## config.mk

```make
export PLATFORM = sky130hd
export DESIGN_NAME = rcr_regs
export DESIGN_NICKNAME = d
export VERILOG_FILES = /design/src/rtl/rcr_pkg.sv /design/src/rtl/rcr_bcd_sat.sv /design/src/rtl/rcr_regs.sv
export SDC_FILE = /design/constraint.sdc
export NUM_CORES = 1
export LEC_CHECK = 0
export BUFFER_PORTS_ARGS = -buffer_cell sky130_fd_sc_hd__buf_4
export CORE_UTILIZATION = 55
export DETAILED_ROUTE_END_ITERATION = 8
export PLACE_DENSITY = 0.84
export SYNTH_ARGS = -nofsm -noshare
export SYNTH_HDL_FRONTEND = slang
export SYNTH_SLANG_ARGS = --single-unit
export TNS_END_PERCENT = 10
```

## constraint.sdc

```tcl
create_clock -name aclk -period 8.3 [get_ports aclk]
set_input_delay 0 -clock aclk [delete_from_list [all_inputs] [get_ports aclk]]
set_output_delay 0 -clock aclk [all_outputs]
set_load 0.005 [all_outputs]
```

## src/rtl/rcr_pkg.sv

```systemverilog
// Purpose: Constants for the calendar time register block
// Assumes: AXI4-Lite slave, 32-bit data, one register per word
// Notes: Register indices are byte offsets divided by four
//
// Operation
// - seconds tens in bits 6:4, 0..5, bit7 zero
// - seconds units in bits 3:0, 0..9, reset zero
// - minutes tens in bits 6:4, 0..5, bit7 zero
// - minutes units in bits 3:0, 0..9, reset zero
// - hours bit7 afternoon flag, twelve-hour only
// - hours tens in bits 5:4, 0..2, bit6 zero
// - hours units in bits 3:0, 0..9, reset zero
// - day tens 5:4, units 3:0, reset one
package rcr_pkg;
	localparam int RCR_ADDR_W = 6;
	// Register indices as printed
	localparam logic [3:0] RCR_IDX_SEC = 4'h0;
	localparam logic [3:0] RCR_IDX_MIN = 4'h1;
	localparam logic [3:0] RCR_IDX_HOUR = 4'h2;
	localparam logic [3:0] RCR_IDX_DAY = 4'h3;
	localparam logic [3:0] RCR_IDX_MON = 4'h4;
	localparam logic [3:0] RCR_IDX_YEAR = 4'h5;
	localparam logic [3:0] RCR_IDX_WDAY = 4'h6;
	localparam logic [3:0] RCR_IDX_MODE = 4'h7;
	localparam int RCR_NREG = 8;
	// Writable bit masks per register
	localparam logic [7:0] RCR_MASK_SEC = 8'h7f;
	localparam logic [7:0] RCR_MASK_MIN = 8'h7f;
	localparam logic [7:0] RCR_MASK_HOUR = 8'hbf;
	localparam logic [7:0] RCR_MASK_DAY = 8'h3f;
	localparam logic [7:0] RCR_MASK_MON = 8'h1f;
	localparam logic [7:0] RCR_MASK_YEAR = 8'hff;
	localparam logic [7:0] RCR_MASK_WDAY = 8'h07;
	localparam logic [7:0] RCR_MASK_MODE = 8'h01;
	// Reset values
	localparam logic [7:0] RCR_RST_SEC = 8'h00;
	localparam logic [7:0] RCR_RST_MIN = 8'h00;
	localparam logic [7:0] RCR_RST_HOUR = 8'h00;
	localparam logic [7:0] RCR_RST_DAY = 8'h01;
	localparam logic [7:0] RCR_RST_MON = 8'h01;
	localparam logic [7:0] RCR_RST_YEAR = 8'h00;
	localparam logic [7:0] RCR_RST_WDAY = 8'h00;
	localparam logic [7:0] RCR_RST_MODE = 8'h00;
	// Field positions
	localparam int RCR_AFTERNOON_BIT = 7;
	// Digit limits
	localparam logic [3:0] RCR_MAX_UNITS = 4'h9;
	localparam logic [3:0] RCR_MAX_SEC_TENS = 4'h5;
	localparam logic [3:0] RCR_MAX_HOUR_TENS = 4'h2;
	localparam logic [3:0] RCR_MAX_DAY_TENS = 4'h3;
	localparam logic [3:0] RCR_MAX_MON_TENS = 4'h1;
	localparam logic [3:0] RCR_MAX_WDAY = 4'h6;
	// AXI responses
	localparam logic [1:0] RCR_RESP_OKAY = 2'h0;
	localparam logic [1:0] RCR_RESP_SLVERR = 2'h2;
endpackage

```

## src/rtl/rcr_bcd_sat.sv

```systemverilog
// Purpose: Clamp one BCD digit to its legal range
// Assumes: Digit widths up to four bits
// Notes: Out-of-range writes saturate at the upper limit
`timescale 1ns/1ps
module rcr_bcd_sat (
	// Digit in and limit
	input wire logic [3:0] digit_in,
	input wire logic [3:0] limit,
	// Clamped digit
	output logic [3:0] digit_out
);
	// Saturate rather than wrap, so software sees a sane value
	assign digit_out = (digit_in > limit) ? limit : digit_in;
endmodule

```

## src/rtl/rcr_regs.sv

```systemverilog
// Purpose: Calendar time registers behind an AXI4-Lite slave
// Assumes: Single clock aclk, synchronous active-low reset
// Notes: Write answer one cycle after both channels taken and no earlier answer is pending
//
// Added by the designer: register access over AXI4-Lite.
`timescale 1ns/1ps
module rcr_regs
	import rcr_pkg::*;
(
	// Clock and reset
	input wire logic aclk,
	input wire logic aresetn,
	// Write address channel
	input wire logic [RCR_ADDR_W-1:0] s_axi_awaddr,
	input wire logic s_axi_awvalid,
	output logic s_axi_awready,
	// Write data channel
	input wire logic [31:0] s_axi_wdata,
	input wire logic [3:0] s_axi_wstrb,
	input wire logic s_axi_wvalid,
	output logic s_axi_wready,
	// Write response channel
	output logic [1:0] s_axi_bresp,
	output logic s_axi_bvalid,
	input wire logic s_axi_bready,
	// Read address channel
	input wire logic [RCR_ADDR_W-1:0] s_axi_araddr,
	input wire logic s_axi_arvalid,
	output logic s_axi_arready,
	// Read data channel
	output logic [31:0] s_axi_rdata,
	output logic [1:0] s_axi_rresp,
	output logic s_axi_rvalid,
	input wire logic s_axi_rready,
	// Current register contents for the update logic
	output logic [7:0] time_seconds,
	output logic [7:0] time_minutes,
	output logic [7:0] time_hours,
	output logic [7:0] date_day_of_month,
	output logic [7:0] date_month,
	output logic [7:0] date_year,
	output logic [7:0] date_weekday,
	output logic twelve_hour_mode
);
	// Register store
	logic [7:0] reg_q [RCR_NREG];
	logic aw_held_q;
	logic w_held_q;
	logic [RCR_ADDR_W-1:0] awaddr_q;
	logic [31:0] wdata_q;
	logic [3:0] wstrb_q;
	logic bvalid_q;
	logic [1:0] bresp_q;
	logic rvalid_q;
	logic [1:0] rresp_q;
	logic [31:0] rdata_q;

	// Mask and reset lookup by index
	function automatic logic [7:0] wmask(input logic [3:0] idx);
		case (idx)
			RCR_IDX_SEC: wmask = RCR_MASK_SEC;
			RCR_IDX_MIN: wmask = RCR_MASK_MIN;
			RCR_IDX_HOUR: wmask = RCR_MASK_HOUR;
			RCR_IDX_DAY: wmask = RCR_MASK_DAY;
			RCR_IDX_MON: wmask = RCR_MASK_MON;
			RCR_IDX_YEAR: wmask = RCR_MASK_YEAR;
			RCR_IDX_WDAY: wmask = RCR_MASK_WDAY;
			RCR_IDX_MODE: wmask = RCR_MASK_MODE;
			default: wmask = 8'h00;
		endcase
	endfunction

	function automatic logic [7:0] rstval(input int idx);
		case (idx)
			1: rstval = RCR_RST_MIN;
			2: rstval = RCR_RST_HOUR;
			3: rstval = RCR_RST_DAY;
			4: rstval = RCR_RST_MON;
			5: rstval = RCR_RST_YEAR;
			6: rstval = RCR_RST_WDAY;
			7: rstval = RCR_RST_MODE;
			default: rstval = RCR_RST_SEC;
		endcase
	endfunction

	// Address decode for both channels
	function automatic logic mapped(input logic [RCR_ADDR_W-1:0] a);
		mapped = (a[RCR_ADDR_W-1:2] < 4'(RCR_NREG));
	endfunction

	// Write fires once both address and data are held and no answer is pending
	wire wr_fire = aw_held_q && w_held_q && !bvalid_q;
	wire [3:0] wr_idx = awaddr_q[RCR_ADDR_W-1:2];
	wire wr_ok = mapped(awaddr_q);
	wire [7:0] wr_byte = wstrb_q[0] ? wdata_q[7:0] : reg_q[wr_idx[2:0]];
	wire [7:0] wr_masked = wr_byte & wmask(wr_idx);
	wire [3:0] rd_idx = s_axi_araddr[RCR_ADDR_W-1:2];
	wire rd_fire = s_axi_arvalid && s_axi_arready;

	// Clamp each BCD digit of the incoming byte
	wire [3:0] sat_lo;
	wire [3:0] sat_hi;
	wire [3:0] lim_lo = (wr_idx == RCR_IDX_WDAY) ? RCR_MAX_WDAY : RCR_MAX_UNITS;
	wire [3:0] lim_hi = (wr_idx == RCR_IDX_SEC || wr_idx == RCR_IDX_MIN) ? RCR_MAX_SEC_TENS :
		(wr_idx == RCR_IDX_HOUR) ? RCR_MAX_HOUR_TENS :
		(wr_idx == RCR_IDX_DAY) ? RCR_MAX_DAY_TENS :
		(wr_idx == RCR_IDX_MON) ? RCR_MAX_MON_TENS :
		RCR_MAX_UNITS;

	rcr_bcd_sat u_sat_lo (
		.digit_in(wr_masked[3:0]),
		.limit(lim_lo),
		.digit_out(sat_lo)
	);
	rcr_bcd_sat u_sat_hi (
		.digit_in({1'b0, wr_masked[6:4]} | {wr_masked[7] & (wr_idx == RCR_IDX_YEAR), 3'b000}),
		.limit(lim_hi),
		.digit_out(sat_hi)
	);

	// Afternoon flag survives only in twelve-hour mode
	wire pm_keep = reg_q[RCR_IDX_MODE[2:0]][0];
	wire [7:0] wr_final = (wr_idx == RCR_IDX_YEAR) ? {sat_hi, sat_lo} :
		(wr_idx == RCR_IDX_HOUR) ?
		{wr_masked[RCR_AFTERNOON_BIT] & pm_keep, 1'b0, sat_hi[1:0], sat_lo} :
		({1'b0, sat_hi[2:0], sat_lo} & wmask(wr_idx));

	// Register file; leaving twelve-hour mode clears the afternoon flag
	genvar gi;
	generate
		for (gi = 0; gi < RCR_NREG; gi++) begin : g_reg
			always_ff @(posedge aclk) begin
				if (!aresetn) begin
					reg_q[gi] <= rstval(gi);
				end else if (wr_fire && wr_ok && wr_idx == 4'(gi)) begin
					reg_q[gi] <= wr_final;
				end else if (gi == RCR_IDX_HOUR && !pm_keep) begin
					reg_q[gi] <= reg_q[gi] & ~8'h80;
				end
			end
		end
	endgenerate

	// Write address and data capture, either order
	always_ff @(posedge aclk) begin
		if (!aresetn) begin
			aw_held_q <= 1'b0;
			w_held_q <= 1'b0;
			awaddr_q <= '0;
			wdata_q <= 32'h0000_0000;
			wstrb_q <= 4'h0;
		end else begin
			if (s_axi_awvalid && s_axi_awready) begin
				aw_held_q <= 1'b1;
				awaddr_q <= s_axi_awaddr;
			end else if (wr_fire) begin
				aw_held_q <= 1'b0;
			end
			if (s_axi_wvalid && s_axi_wready) begin
				w_held_q <= 1'b1;
				wdata_q <= s_axi_wdata;
				wstrb_q <= s_axi_wstrb;
			end else if (wr_fire) begin
				w_held_q <= 1'b0;
			end
		end
	end

	// Write response
	always_ff @(posedge aclk) begin
		if (!aresetn) begin
			bvalid_q <= 1'b0;
			bresp_q <= RCR_RESP_OKAY;
		end else if (wr_fire) begin
			bvalid_q <= 1'b1;
			bresp_q <= wr_ok ? RCR_RESP_OKAY : RCR_RESP_SLVERR;
		end else if (s_axi_bready) begin
			bvalid_q <= 1'b0;
		end
	end

	// Read channel; unmapped reads answer zero with an error
	always_ff @(posedge aclk) begin
		if (!aresetn) begin
			rvalid_q <= 1'b0;
			rdata_q <= 32'h0000_0000;
			rresp_q <= RCR_RESP_OKAY;
		end else if (rd_fire) begin
			rvalid_q <= 1'b1;
			rdata_q <= mapped(s_axi_araddr) ? {24'h000000, reg_q[rd_idx[2:0]]} : 32'h0000_0000;
			rresp_q <= mapped(s_axi_araddr) ? RCR_RESP_OKAY : RCR_RESP_SLVERR;
		end else if (s_axi_rready) begin
			rvalid_q <= 1'b0;
		end
	end

	// Ready terms; flops feed the ready outputs
	logic awready_q;
	logic wready_q;
	logic arready_q;
	always_ff @(posedge aclk) begin
		if (!aresetn) begin
			awready_q <= 1'b0;
			wready_q <= 1'b0;
			arready_q <= 1'b0;
		end else begin
			awready_q <= !aw_held_q && !(s_axi_awvalid && awready_q);
			wready_q <= !w_held_q && !(s_axi_wvalid && wready_q);
			arready_q <= !rvalid_q && !(s_axi_arvalid && arready_q);
		end
	end

	// Outputs straight from flops
	assign s_axi_awready = awready_q;
	assign s_axi_wready = wready_q;
	assign s_axi_arready = arready_q;
	assign s_axi_bvalid = bvalid_q;
	assign s_axi_bresp = bresp_q;
	assign s_axi_rvalid = rvalid_q;
	assign s_axi_rdata = rdata_q;
	assign s_axi_rresp = rresp_q;
	assign time_seconds = reg_q[RCR_IDX_SEC[2:0]];
	assign time_minutes = reg_q[RCR_IDX_MIN[2:0]];
	assign time_hours = reg_q[RCR_IDX_HOUR[2:0]];
	assign date_day_of_month = reg_q[RCR_IDX_DAY[2:0]];
	assign date_month = reg_q[RCR_IDX_MON[2:0]];
	assign date_year = reg_q[RCR_IDX_YEAR[2:0]];
	assign date_weekday = reg_q[RCR_IDX_WDAY[2:0]];
	assign twelve_hour_mode = reg_q[RCR_IDX_MODE[2:0]][0];
endmodule
```

==> flow_summary.toml, run 1 <==
[detailed_routing]
via_count = 4384
viasPerCell = 5.96
wl_per_cell_um = 19.6
totalWireLength_um = 14400
firstDrtPassIters = 5
route.detailed.drc = 0
ant_nets = 0
drt_iter0_markers = 304

[place]
dp_cells = 698
io_buffers = 95
hpwl_um = 10400
gp_congestion = 0.923

[power]
pwr-share-seq = 0.524
p_int_mw = 0.797
power.switching_mw = 0.306
leakage_nw = 2.55
powerDensity_nw_per_um2 = 169
p_comb_frac = 0.171
switching_share = 0.278
power.share.clock = 0.305
peakVddDrop_v = 0.0000997

[worst_hold_path]
hp-start = "aresetn"
hold_depth = 2
hold_class = "in2reg"
whs_endpoint = "awaddr_q[5]$_SDFFE_PN0P_"

[final_layout]
final_cell_mix = "buf_4 (97), edfxtp_1 (64), nor2_1 (63)"
antenna_cells = 0
drive_above_1_share = 0.249
final_common_cell = "buf_4"
finalNetCount = 664
stdcell_count = 735
area_growth_pct = 21.0

[yosys]
async_flop_share = 0
synthAdderAreaFrac = 0.0185
ys_ff_latch = 102
synth.avg_cell_area_um2 = 11.0
syn-cell-area_um2 = 5410
netlist_instances = 490
yosysSeqAreaShare = 0.496
ys_top_cells_by_area = "edfxtp_1 (36%), dfxtp_1 (14%), mux4_2 (12%)"
synth_simple_gate_area_frac = 0.156
synth_top_family_by_area = "multiplexers"
synth_edf_count = 64
ys.flop_type = "edfxtp_1"
ys_warn_count = 0
yosysTopAreaCellShare = 0.355
yosysTopAreaCell = "edfxtp_1"
synthXorXnorAreaFrac = 0
synth_mux_area_frac = 0.162
synth_compound_area_frac = 0.103
ys_types = 52

[grt]
grt_remaining_overflow = 0
grt_start_max_net_pins = 41
antenna_found_initial = 0
grt.total_usage = 0.293
grt_pass1_wl_um = 22000
grt_pass1_vias = 4217

[clocking]
cts_tree = "built"
cts_resized = 0
cts_max_path_buffers = 2
htreeDepth = 3
numCtsBuffers = 9
clock_sinks = 102
path_clk_slew_ns = 0.10
worstSkewPairLatency_ns = 0.37
cts_root_buf = "clkbuf_8"

[timing]
fin_tns_setup_ns = 0
max_freq_mhz = 208
grt_setup_unrepaired = "no"
finalClockSkew_ns = 0.0170
max_slew_margin = 0.186
hold_viol_final = 0
setup_viol = 0
worstMarginPinSlew_ns = 1.21
fin_crit_ns = 4.80
maxSlewViolCount = 0
fin_crit_sh = 0.578

[worst_setup_path]
cp-start-kind = "register"
cp.arrival_ns = 4.90
critical_path_class = "reg2reg"
cp.required_ns = 8.40
cp_max_fo = 18
r2r_end = "reg_q[3][4]$_SDFFCE_PN0P_"
endpoint_kind = "register"
reg2reg_slack_ns = 3.50
worstRegToRegCells = 10

[floorplan]
fp.dieW_um = 101
pin_count = 153
die_y_um = 101
core_area_um2 = 9370
num_rows = 35
die_area_um2 = 10200
start_util = 0.577

[outcome]
status = "complete, no violations"

[flow_run]
maxCapViolations = 0
[power by group through the flow]
stage	Sequential (mW)	Combinational, mW	Clock [mW]
3_5_place_dp	0.590	0.177	0
5_1_grt	0.581	0.204	0.349
6_report	0.579	0.188	0.336
2_1_floorplan	0.581	0.129	0
4_1_cts	0.578	0.185	0.335
3_3_place_gp	0.589	0.171	0
[what timing repair did]
item | CTS | global route
endpoints found under the hold margin | 15 | 0
setup buffers | 0 | 0
hold buffers | 21 | 0
setup endpoints to repair | 0 | 0
[sequential cells by signal, indices dropped and copies added, names as in the netlist, 4 cells and up, named ones only]
| name | count |
|---|---|
| awaddr_q | 4 |
| s_axi_rdata | 8 |
| wdata_q | 8 |
| reg_q | 64 |
[cell type report]
| type | instances | area [um2] |
|---|---|---|
| sequential | 102 | 2680 |
| inverter | 13 | 48.8 |
| clock buffer | 10 | 138 |
| timing repair buffer | 118 | 938 |
| tap | 129 | 161 |
| multi-input combinational | 357 | 2500 |
| clock inverter | 6 | 75.1 |
| fill | 700 | 2830 |
[worst max path at each step]
stage                                      endpoint  depth (start not counted)     start
after floorplan           reg_q[3][4]$_SDFFCE_PN0P_                         12  register
after global placement    reg_q[4][4]$_SDFFCE_PN0P_                         10  register
after detailed placement  reg_q[3][4]$_SDFFCE_PN0P_                         10  register
after CTS                 reg_q[3][4]$_SDFFCE_PN0P_                         10  register
after global routing      reg_q[3][4]$_SDFFCE_PN0P_                         10  register
final                     reg_q[3][4]$_SDFFCE_PN0P_                         10  register
[worst max-delay path: stages, from the launching register on]
cell and delay, ns:
dfxtp_1 1.01, mux4_2 0.38, o22ai_1 0.12, a2111oi_1 0.68
ha_1 0.38, nor2b_1 0.17, o211ai_1 0.18, or3b_4 0.42
a311oi_4 0.45, mux2i_1 0.61, nor2_1 0.11
[per-layer routing]
| layer | share of wire | track usage | vias to the layer above |
|---|---|---|---|
| met2 | 0.50 | 0.506 | 298 |
| met3 | 0.093 | 0.0497 | 62 |
| li1 | - | - | 1936 |
| met4 | 0.043 | 0.142 | 0 |
| met5 | 0 | 0 | - |
| met1 | 0.37 | 0.358 | 2088 |
[synth_stat cells (all sizes together) (2+ instances only)]
| cell | number |
|---|---|
| edfxtp | 64 |
| nor2 | 63 |
| nand2 | 59 |
| dfxtp | 38 |
| buf | 33 |
| mux4 | 30 |
| o21ai | 26 |
| mux2i | 20 |
| a21boi | 19 |
| clkbuf | 17 |
| nand2b | 14 |
| inv | 12 |
| nand3 | 12 |
| a21oi | 11 |
| ha | 8 |
| or3 | 7 |
| nor2b | 6 |
| or2 | 6 |
| a21o | 5 |
| nor3 | 4 |
| nand4 | 3 |
| o211ai | 3 |
| o22ai | 3 |
| a2111oi | 2 |
| a211oi | 2 |
| and2 | 2 |
| nand3b | 2 |
| o2111a | 2 |
| o22a | 2 |
[metrics by stage]
stage / instance area, um2 / util / setup slack, ns / hold slack, ns / power [mW]
3_5_place_dp: 6120 / 0.653 / 3.60 / 0.274 / 0.767
3_3_place_gp: 6120 / 0.653 / 3.83 / 0.263 / 0.759
5_1_grt: 6540 / 0.698 / 3.34 / 0.0746 / 1.13
4_1_cts: 6540 / 0.698 / 3.58 / 0.0473 / 1.10
2_1_floorplan: 5530 / - / 4.56 / 0.145 / 0.710
6_report: 6540 / 0.698 / 3.50 / 0.0599 / 1.10
[logic make-up (layout without fill, tap and decap cells)]
| logic type | count (synthesis) | count (layout) |
|---|---|---|
| DFF | 102 | 102 |
| AOI/OAI and AO/OA | 82 | 82 |
| buffers and inverters | 63 | 147 |
| other | 1 | 33 |
| muxes | 50 | 50 |
| adders and majority gates | 8 | 8 |
| and+or+nand+nor | 184 | 184 |
Note: power is estimated with default switching activity, not from simulation.
==> run 2, diff against run 1 <==
--- a/config.mk
+++ b/config.mk
@@ -6,9 +6,9 @@
 export NUM_CORES = 1
 export LEC_CHECK = 0
 export BUFFER_PORTS_ARGS = -buffer_cell sky130_fd_sc_hd__buf_4
-export CORE_UTILIZATION = 55
+export CORE_UTILIZATION = 48
 export DETAILED_ROUTE_END_ITERATION = 8
-export PLACE_DENSITY = 0.84
+export PLACE_DENSITY = 0.77
 export SYNTH_ARGS = -nofsm -noshare
 export SYNTH_HDL_FRONTEND = slang
 export SYNTH_SLANG_ARGS = --single-unit
==> constraint.sdc (replaced) <==
create_clock -name aclk -period 4.1 [get_ports aclk]
set_input_delay 0 -clock aclk [delete_from_list [all_inputs] [get_ports aclk]]
set_output_delay 0 -clock aclk [all_outputs]
set_load 0.005 [all_outputs]
==> run 2 against run 1 <==
Net effect: count of clock-buffer cells in the layout is the same; worst setup slack worse by 3.3 ns; clock power up 95%; sequential share of layout area is 0.43 points lower; first-iteration DRC count increased by 22%; via count fell by 2.9%; clock skew fell by 0.0016 ns; worst hold slack lost 0.038 ns; die area grew 14%; wire length fell by 0.35%; sequential power grew 100%; non-clock buffer count up 8; highest routed layer unchanged.
==> flow_summary.toml, run 2 (same netlist as run 1, synthesis figures left out) <==
[outcome]
status = "complete, no violations"

[power]
pwr-share-seq = 0.526
total_power_mw = 2.22
p_comb_frac = 0.179
leakage_nw = 2.59
switching_share = 0.285
p_int_mw = 1.59
peakVddDrop_v = 0.000218
power.switching_mw = 0.632
power.share.clock = 0.295
powerDensity_nw_per_um2 = 336

[worst_setup_path]
cp.required_ns = 4.22
cp_max_fo = 8
critical_path_class = "reg2reg"
cp.arrival_ns = 4.05
cp-start-kind = "register"
endpoint_kind = "register"

[place]
dp_cells = 717
dpl_worst_slack_ns = 0.289
io_buffers = 95
hpwl_um = 10700
gp_congestion = 0.956

[final_layout]
final_common_cell = "buf_4"
fin_util = 0.607
largest_reg_flops = 64
regMostFlops = "reg_q"
multi_input_area_um2 = 2500
antenna_cells = 0
stdcell_count = 754
final_cell_mix = "buf_4 (105), edfxtp_1 (64), nor2_1 (63)"
finalNetCount = 672
seq_area_um2 = 2680
drive_above_1_share = 0.259
area_growth_pct = 22.2
fillers = 875

[timing]
setup_viol = 0
finalClockSkew_ns = 0.0153
fin_crit_sh = 0.958
fin_tns_setup_ns = 0
worstMarginPinSlew_ns = 1.26
fin_ws_ns = 0.174
maxSlewViolCount = 0
max_freq_mhz = 255
fin_crit_ns = 3.93
hold_viol_final = 0
grt_setup_unrepaired = "no"
max_slew_margin = 0.157

[detailed_routing]
via_count = 4255
wl_per_cell_um = 19.0
totalWireLength_um = 14300
viasPerCell = 5.64
ant_nets = 0
firstDrtPassIters = 8
route.detailed.drc = 0
drt_iter0_markers = 372

[clocking]
worstSkewPairLatency_ns = 0.38
clock_sinks = 102
path_clk_slew_ns = 0.11
cts_tree = "built"
cts_max_path_buffers = 2
cts_root_buf = "clkbuf_8"
htreeDepth = 3
numCtsBuffers = 9

[floorplan]
pin_count = 153
start_util = 0.497
core_area_um2 = 10900
fp.dieW_um = 108
die_area_um2 = 11700
num_rows = 38
die_y_um = 108

[flow_run]
maxCapViolations = 0

[grt]
grt_start_max_net_pins = 41
grt.total_usage = 0.255
grt_pass1_wl_um = 21800
antenna_found_initial = 0
grt_pass1_vias = 4066
grt_remaining_overflow = 0

[worst_hold_path]
hold_class = "in2reg"
## run 2: cell types whose count changed in the layout (fill, tap and decap cells not counted)
cell / before / now
buf_4: 97 / 105
inv_8: 1 / 3
bufinv_16: 1 / 0
clkbuf_16: 0 / 1
clkbuf_8: 10 / 9
inv_6: 2 / 1
## run 2: stage by stage
step	instance area, um2	hold slack [ns]
final	6610	0.0214
after global routing	6610	0.0332
after CTS	6610	0.0198
after detailed placement	6190	0.270
after global placement	6190	0.264
after floorplan	5530	0.145
## run 2: metal layers
metal / share of wire / global-route usage
met5: 0 / 0
met2: 0.51 / 0.444
met4: 0.026 / 0.106
met3: 0.087 / 0.0464
met1: 0.37 / 0.310
## run 2: worst max-delay path, cell delays in order (launching register included)
cell	delay [ns]
dfxtp_1	0.65
mux4_2	0.33
o22ai_1	0.13
a2111oi_1	0.50
ha_1	0.35
nor2b_1	0.17
o211ai_1	0.14
or3b_4	0.42
a311oi_4	0.46
mux2i_1	0.28
buf_4	0.18
nor2_1	0.06
## run 2: repair_timing
item,CTS,global route
hold buffers,21,0
resized for setup,0,0
endpoints found under the hold margin,15,0
buffers inserted,0,0
## run 2: final cells by class
class / instances / share of cell area
Clock buffer: 10 / 0.0225
Tap cell: 140 / 0.0265
Clock inverter: 6 / 0.00889
Multi-Input combinational cell: 357 / 0.378
Sequential cell: 102 / 0.406
Timing Repair Buffer: 126 / 0.151
Inverter: 13 / 0.00738
## run 2: final timing paths
path                                           startpoint                        end  slack [ns]  depth (start not counted)
worst max-delay path                             register  reg_q[3][4]$_SDFFCE_PN0P_        0.17                         11
worst min-delay path                      s_axi_awaddr[2]   awaddr_q[2]$_SDFFE_PN0P_        0.02                          4
worst max register to register                   register  reg_q[3][4]$_SDFFCE_PN0P_        0.17                         11
worst min register to register  s_axi_rvalid$_SDFFE_PN0P_   s_axi_arready$_SDFF_PN0_        0.45                          1
## run 2: power groups by stage
| stage | clock [mW] | combinational [mW] | sequential [mW] |
|---|---|---|---|
| after floorplan | 0 | 0.262 | 1.18 |
| after global placement | 0 | 0.364 | 1.19 |
| after detailed placement | 0 | 0.375 | 1.19 |
| after CTS | 0.658 | 0.391 | 1.17 |
| after global routing | 0.696 | 0.431 | 1.17 |
| final | 0.655 | 0.397 | 1.17 |
==> run 3, diff against run 2 <==
--- a/config.mk
+++ b/config.mk
@@ -6,7 +6,9 @@
 export NUM_CORES = 1
 export LEC_CHECK = 0
 export BUFFER_PORTS_ARGS = -buffer_cell sky130_fd_sc_hd__buf_4
+export CAP_MARGIN = 0
 export CORE_UTILIZATION = 48
+export CTS_BUF_LIST = sky130_fd_sc_hd__clkbuf_16
 export DETAILED_ROUTE_END_ITERATION = 8
 export PLACE_DENSITY = 0.77
 export SYNTH_ARGS = -nofsm -noshare
==> run 3 against run 2 <==
Net effect: the run now ends with negative hold slack left; register-to-register slack hardly changed; clock power rose by 34%; global-route usage is 0.41 points higher; power increased by 9.9%; sequential cell count is the same; worst setup slack better by 0.00081 ns; die area stayed put; via count barely moved; largest power group unchanged.
==> flow_summary.toml, run 3 (same netlist as run 1, synthesis figures left out) <==
[detailed_routing]
route.detailed.drc = 0
ant_nets = 0
firstDrtPassIters = 5
via_count = 4258
viasPerCell = 5.66
drt_iter0_markers = 400
totalWireLength_um = 14600
wl_per_cell_um = 19.4

[floorplan]
start_util = 0.497
num_rows = 38
die_area_um2 = 11700
die_y_um = 108
pin_count = 153
core_area_um2 = 10900
fp.dieW_um = 108

[timing]
fin_crit_ns = 3.93
whs_ns = -0.00718
finalClockSkew_ns = 0.00872
max_slew_margin = 0.154
max_freq_mhz = 255
grt_setup_unrepaired = "no"
hold_viol_final = 2
maxSlewViolCount = 0
fin_tns_setup_ns = 0
setup_viol = 0
fin_crit_sh = 0.957
fin_ws_ns = 0.175
worstMarginPinSlew_ns = 1.26

[worst_setup_path]
endpoint_kind = "register"
reg2reg_slack_ns = 0.17
worstRegToRegCells = 11
r2r_end = "reg_q[6][4]$_SDFFCE_PN0P_"
cp_cell_sequence = "mux4_2, o22ai_1, a2111oi_1, ha_1, nor2b_1, o211ai_1, or3b_4, a311oi_4, mux2i_1, buf_4, nor2_1"
cp_slowest_stage_delay_ns = 0.65
critical_path_class = "reg2reg"
cp_max_fo = 8
crit_slowest_cell = "dfxtp_1"
cp.arrival_ns = 4.02
cp-start-kind = "register"
cp.required_ns = 4.19

[grt]
grt_pass1_vias = 4124
grt_remaining_overflow = 0
grt.total_usage = 0.259
antenna_found_initial = 0
grt_pass1_wl_um = 22000
grt_start_max_net_pins = 41

[worst_hold_path]
hold_depth = 3
whs_endpoint = "awaddr_q[3]$_SDFFE_PN0P_"
hp-start = "s_axi_awvalid"
hold_class = "in2reg"

[power]
p_int_mw = 1.78
pwr-share-seq = 0.479
p_comb_frac = 0.162
leakage_nw = 2.63
switching_share = 0.271
powerDensity_nw_per_um2 = 364
power.switching_mw = 0.662
peakVddDrop_v = 0.000235
power.share.clock = 0.359

[place]
hpwl_um = 10700
io_buffers = 95
postPlaceCellArea_um2 = 6190
gp_congestion = 0.956
dpl_worst_slack_ns = 0.289

[final_layout]
fillers = 854
area_growth_pct = 23.7
regMostFlops = "reg_q"
finalNetCount = 670
largest_reg_flops = 64
final_cell_area_um2 = 6690
drive_above_1_share = 0.260
final_common_cell = "buf_4"
final_cell_mix = "buf_4 (105), edfxtp_1 (64), nor2_1 (63)"
antenna_cells = 0

[outcome]
violations = "negative hold slack"
status = "finished with violations"

[clocking]
numCtsBuffers = 9
post_cts_buffers = 0
cts_tree = "built"
worstSkewPairLatency_ns = 0.35
cts_root_buf = "clkbuf_16"
path_clk_slew_ns = 0.08
cts_max_path_buffers = 2
htreeDepth = 3
clock_sinks = 102

[flow_run]
maxCapViolations = 0
## run 3: cell count changes in the layout (fill, tap and decap cells not counted)
cell and delta:
clkbuf_8 -9, clkbuf_16 +9, dlygate4sd3_1 -2
## run 3: worst max-delay path by stage
stage,startpoint,to,slack [ns],cells past startpoint
final,register,reg_q[6][4]$_SDFFCE_PN0P_,0.17,11
after global routing,register,reg_q[7][4]$_SDFFCE_PN0P_,0.10,13
after CTS,register,reg_q[7][4]$_SDFFCE_PN0P_,0.26,11
after detailed placement,register,reg_q[7][4]$_SDFFCE_PN0P_,0.29,11
after global placement,register,reg_q[7][4]$_SDFFCE_PN0P_,0.41,11
after floorplan,register,reg_q[3][4]$_SDFFCE_PN0P_,0.36,12
## run 3: power groups by stage
stage               Clock (mW)  Sequential, mW  Combinational [mW]
finish                   0.875            1.17               0.396
global route             0.916            1.17               0.431
CTS                      0.880            1.17               0.390
detailed placement           0            1.19               0.375
global placement             0            1.19               0.364
floorplan                    0            1.18               0.262
## run 3: layer usage
metal	global-route usage	share of wire
met2	0.451	0.51
met3	0.0452	0.078
met1	0.309	0.37
met5	0	0
met4	0.125	0.033
## run 3: final cells by class
| class | count | area (um2) | area share |
|---|---|---|---|
| clock buffers | 10 | 250 | 0.0374 |
| clock inverters | 6 | 58.8 | 0.00879 |
| inverters | 13 | 48.8 | 0.00729 |
| multi-input cells | 357 | 2500 | 0.373 |
| flip-flops and latches | 102 | 2680 | 0.401 |
| well taps | 140 | 175 | 0.0262 |
| repair buffers | 124 | 978 | 0.146 |
## run 3: timing repair
action / CTS / global route
hold buffers: 19 / 0
endpoints found under the hold margin: 15 / 0
gates resized for setup: 0 / 0
## run 3: worst max-delay path: cells and delay by family, from the launching register on
kind	cells	cell delay, ns
AOI/OAI and AO/OA	4	1.21
adders and majority gates	1	0.35
buffers and inverters	1	0.19
DFF	1	0.65
muxes	2	0.61
and+or+nand+nor	3	0.64
## run 3: stage by stage
stage	util	instances	hold WS, ns	power (mW)
after floorplan	-	522	0.145	1.44
after global placement	0.569	717	0.264	1.55
after detailed placement	0.569	717	0.270	1.56
after CTS	0.615	752	0.0000155	2.44
after global routing	0.615	752	0.0268	2.52
final	0.615	752	-0.00718	2.44
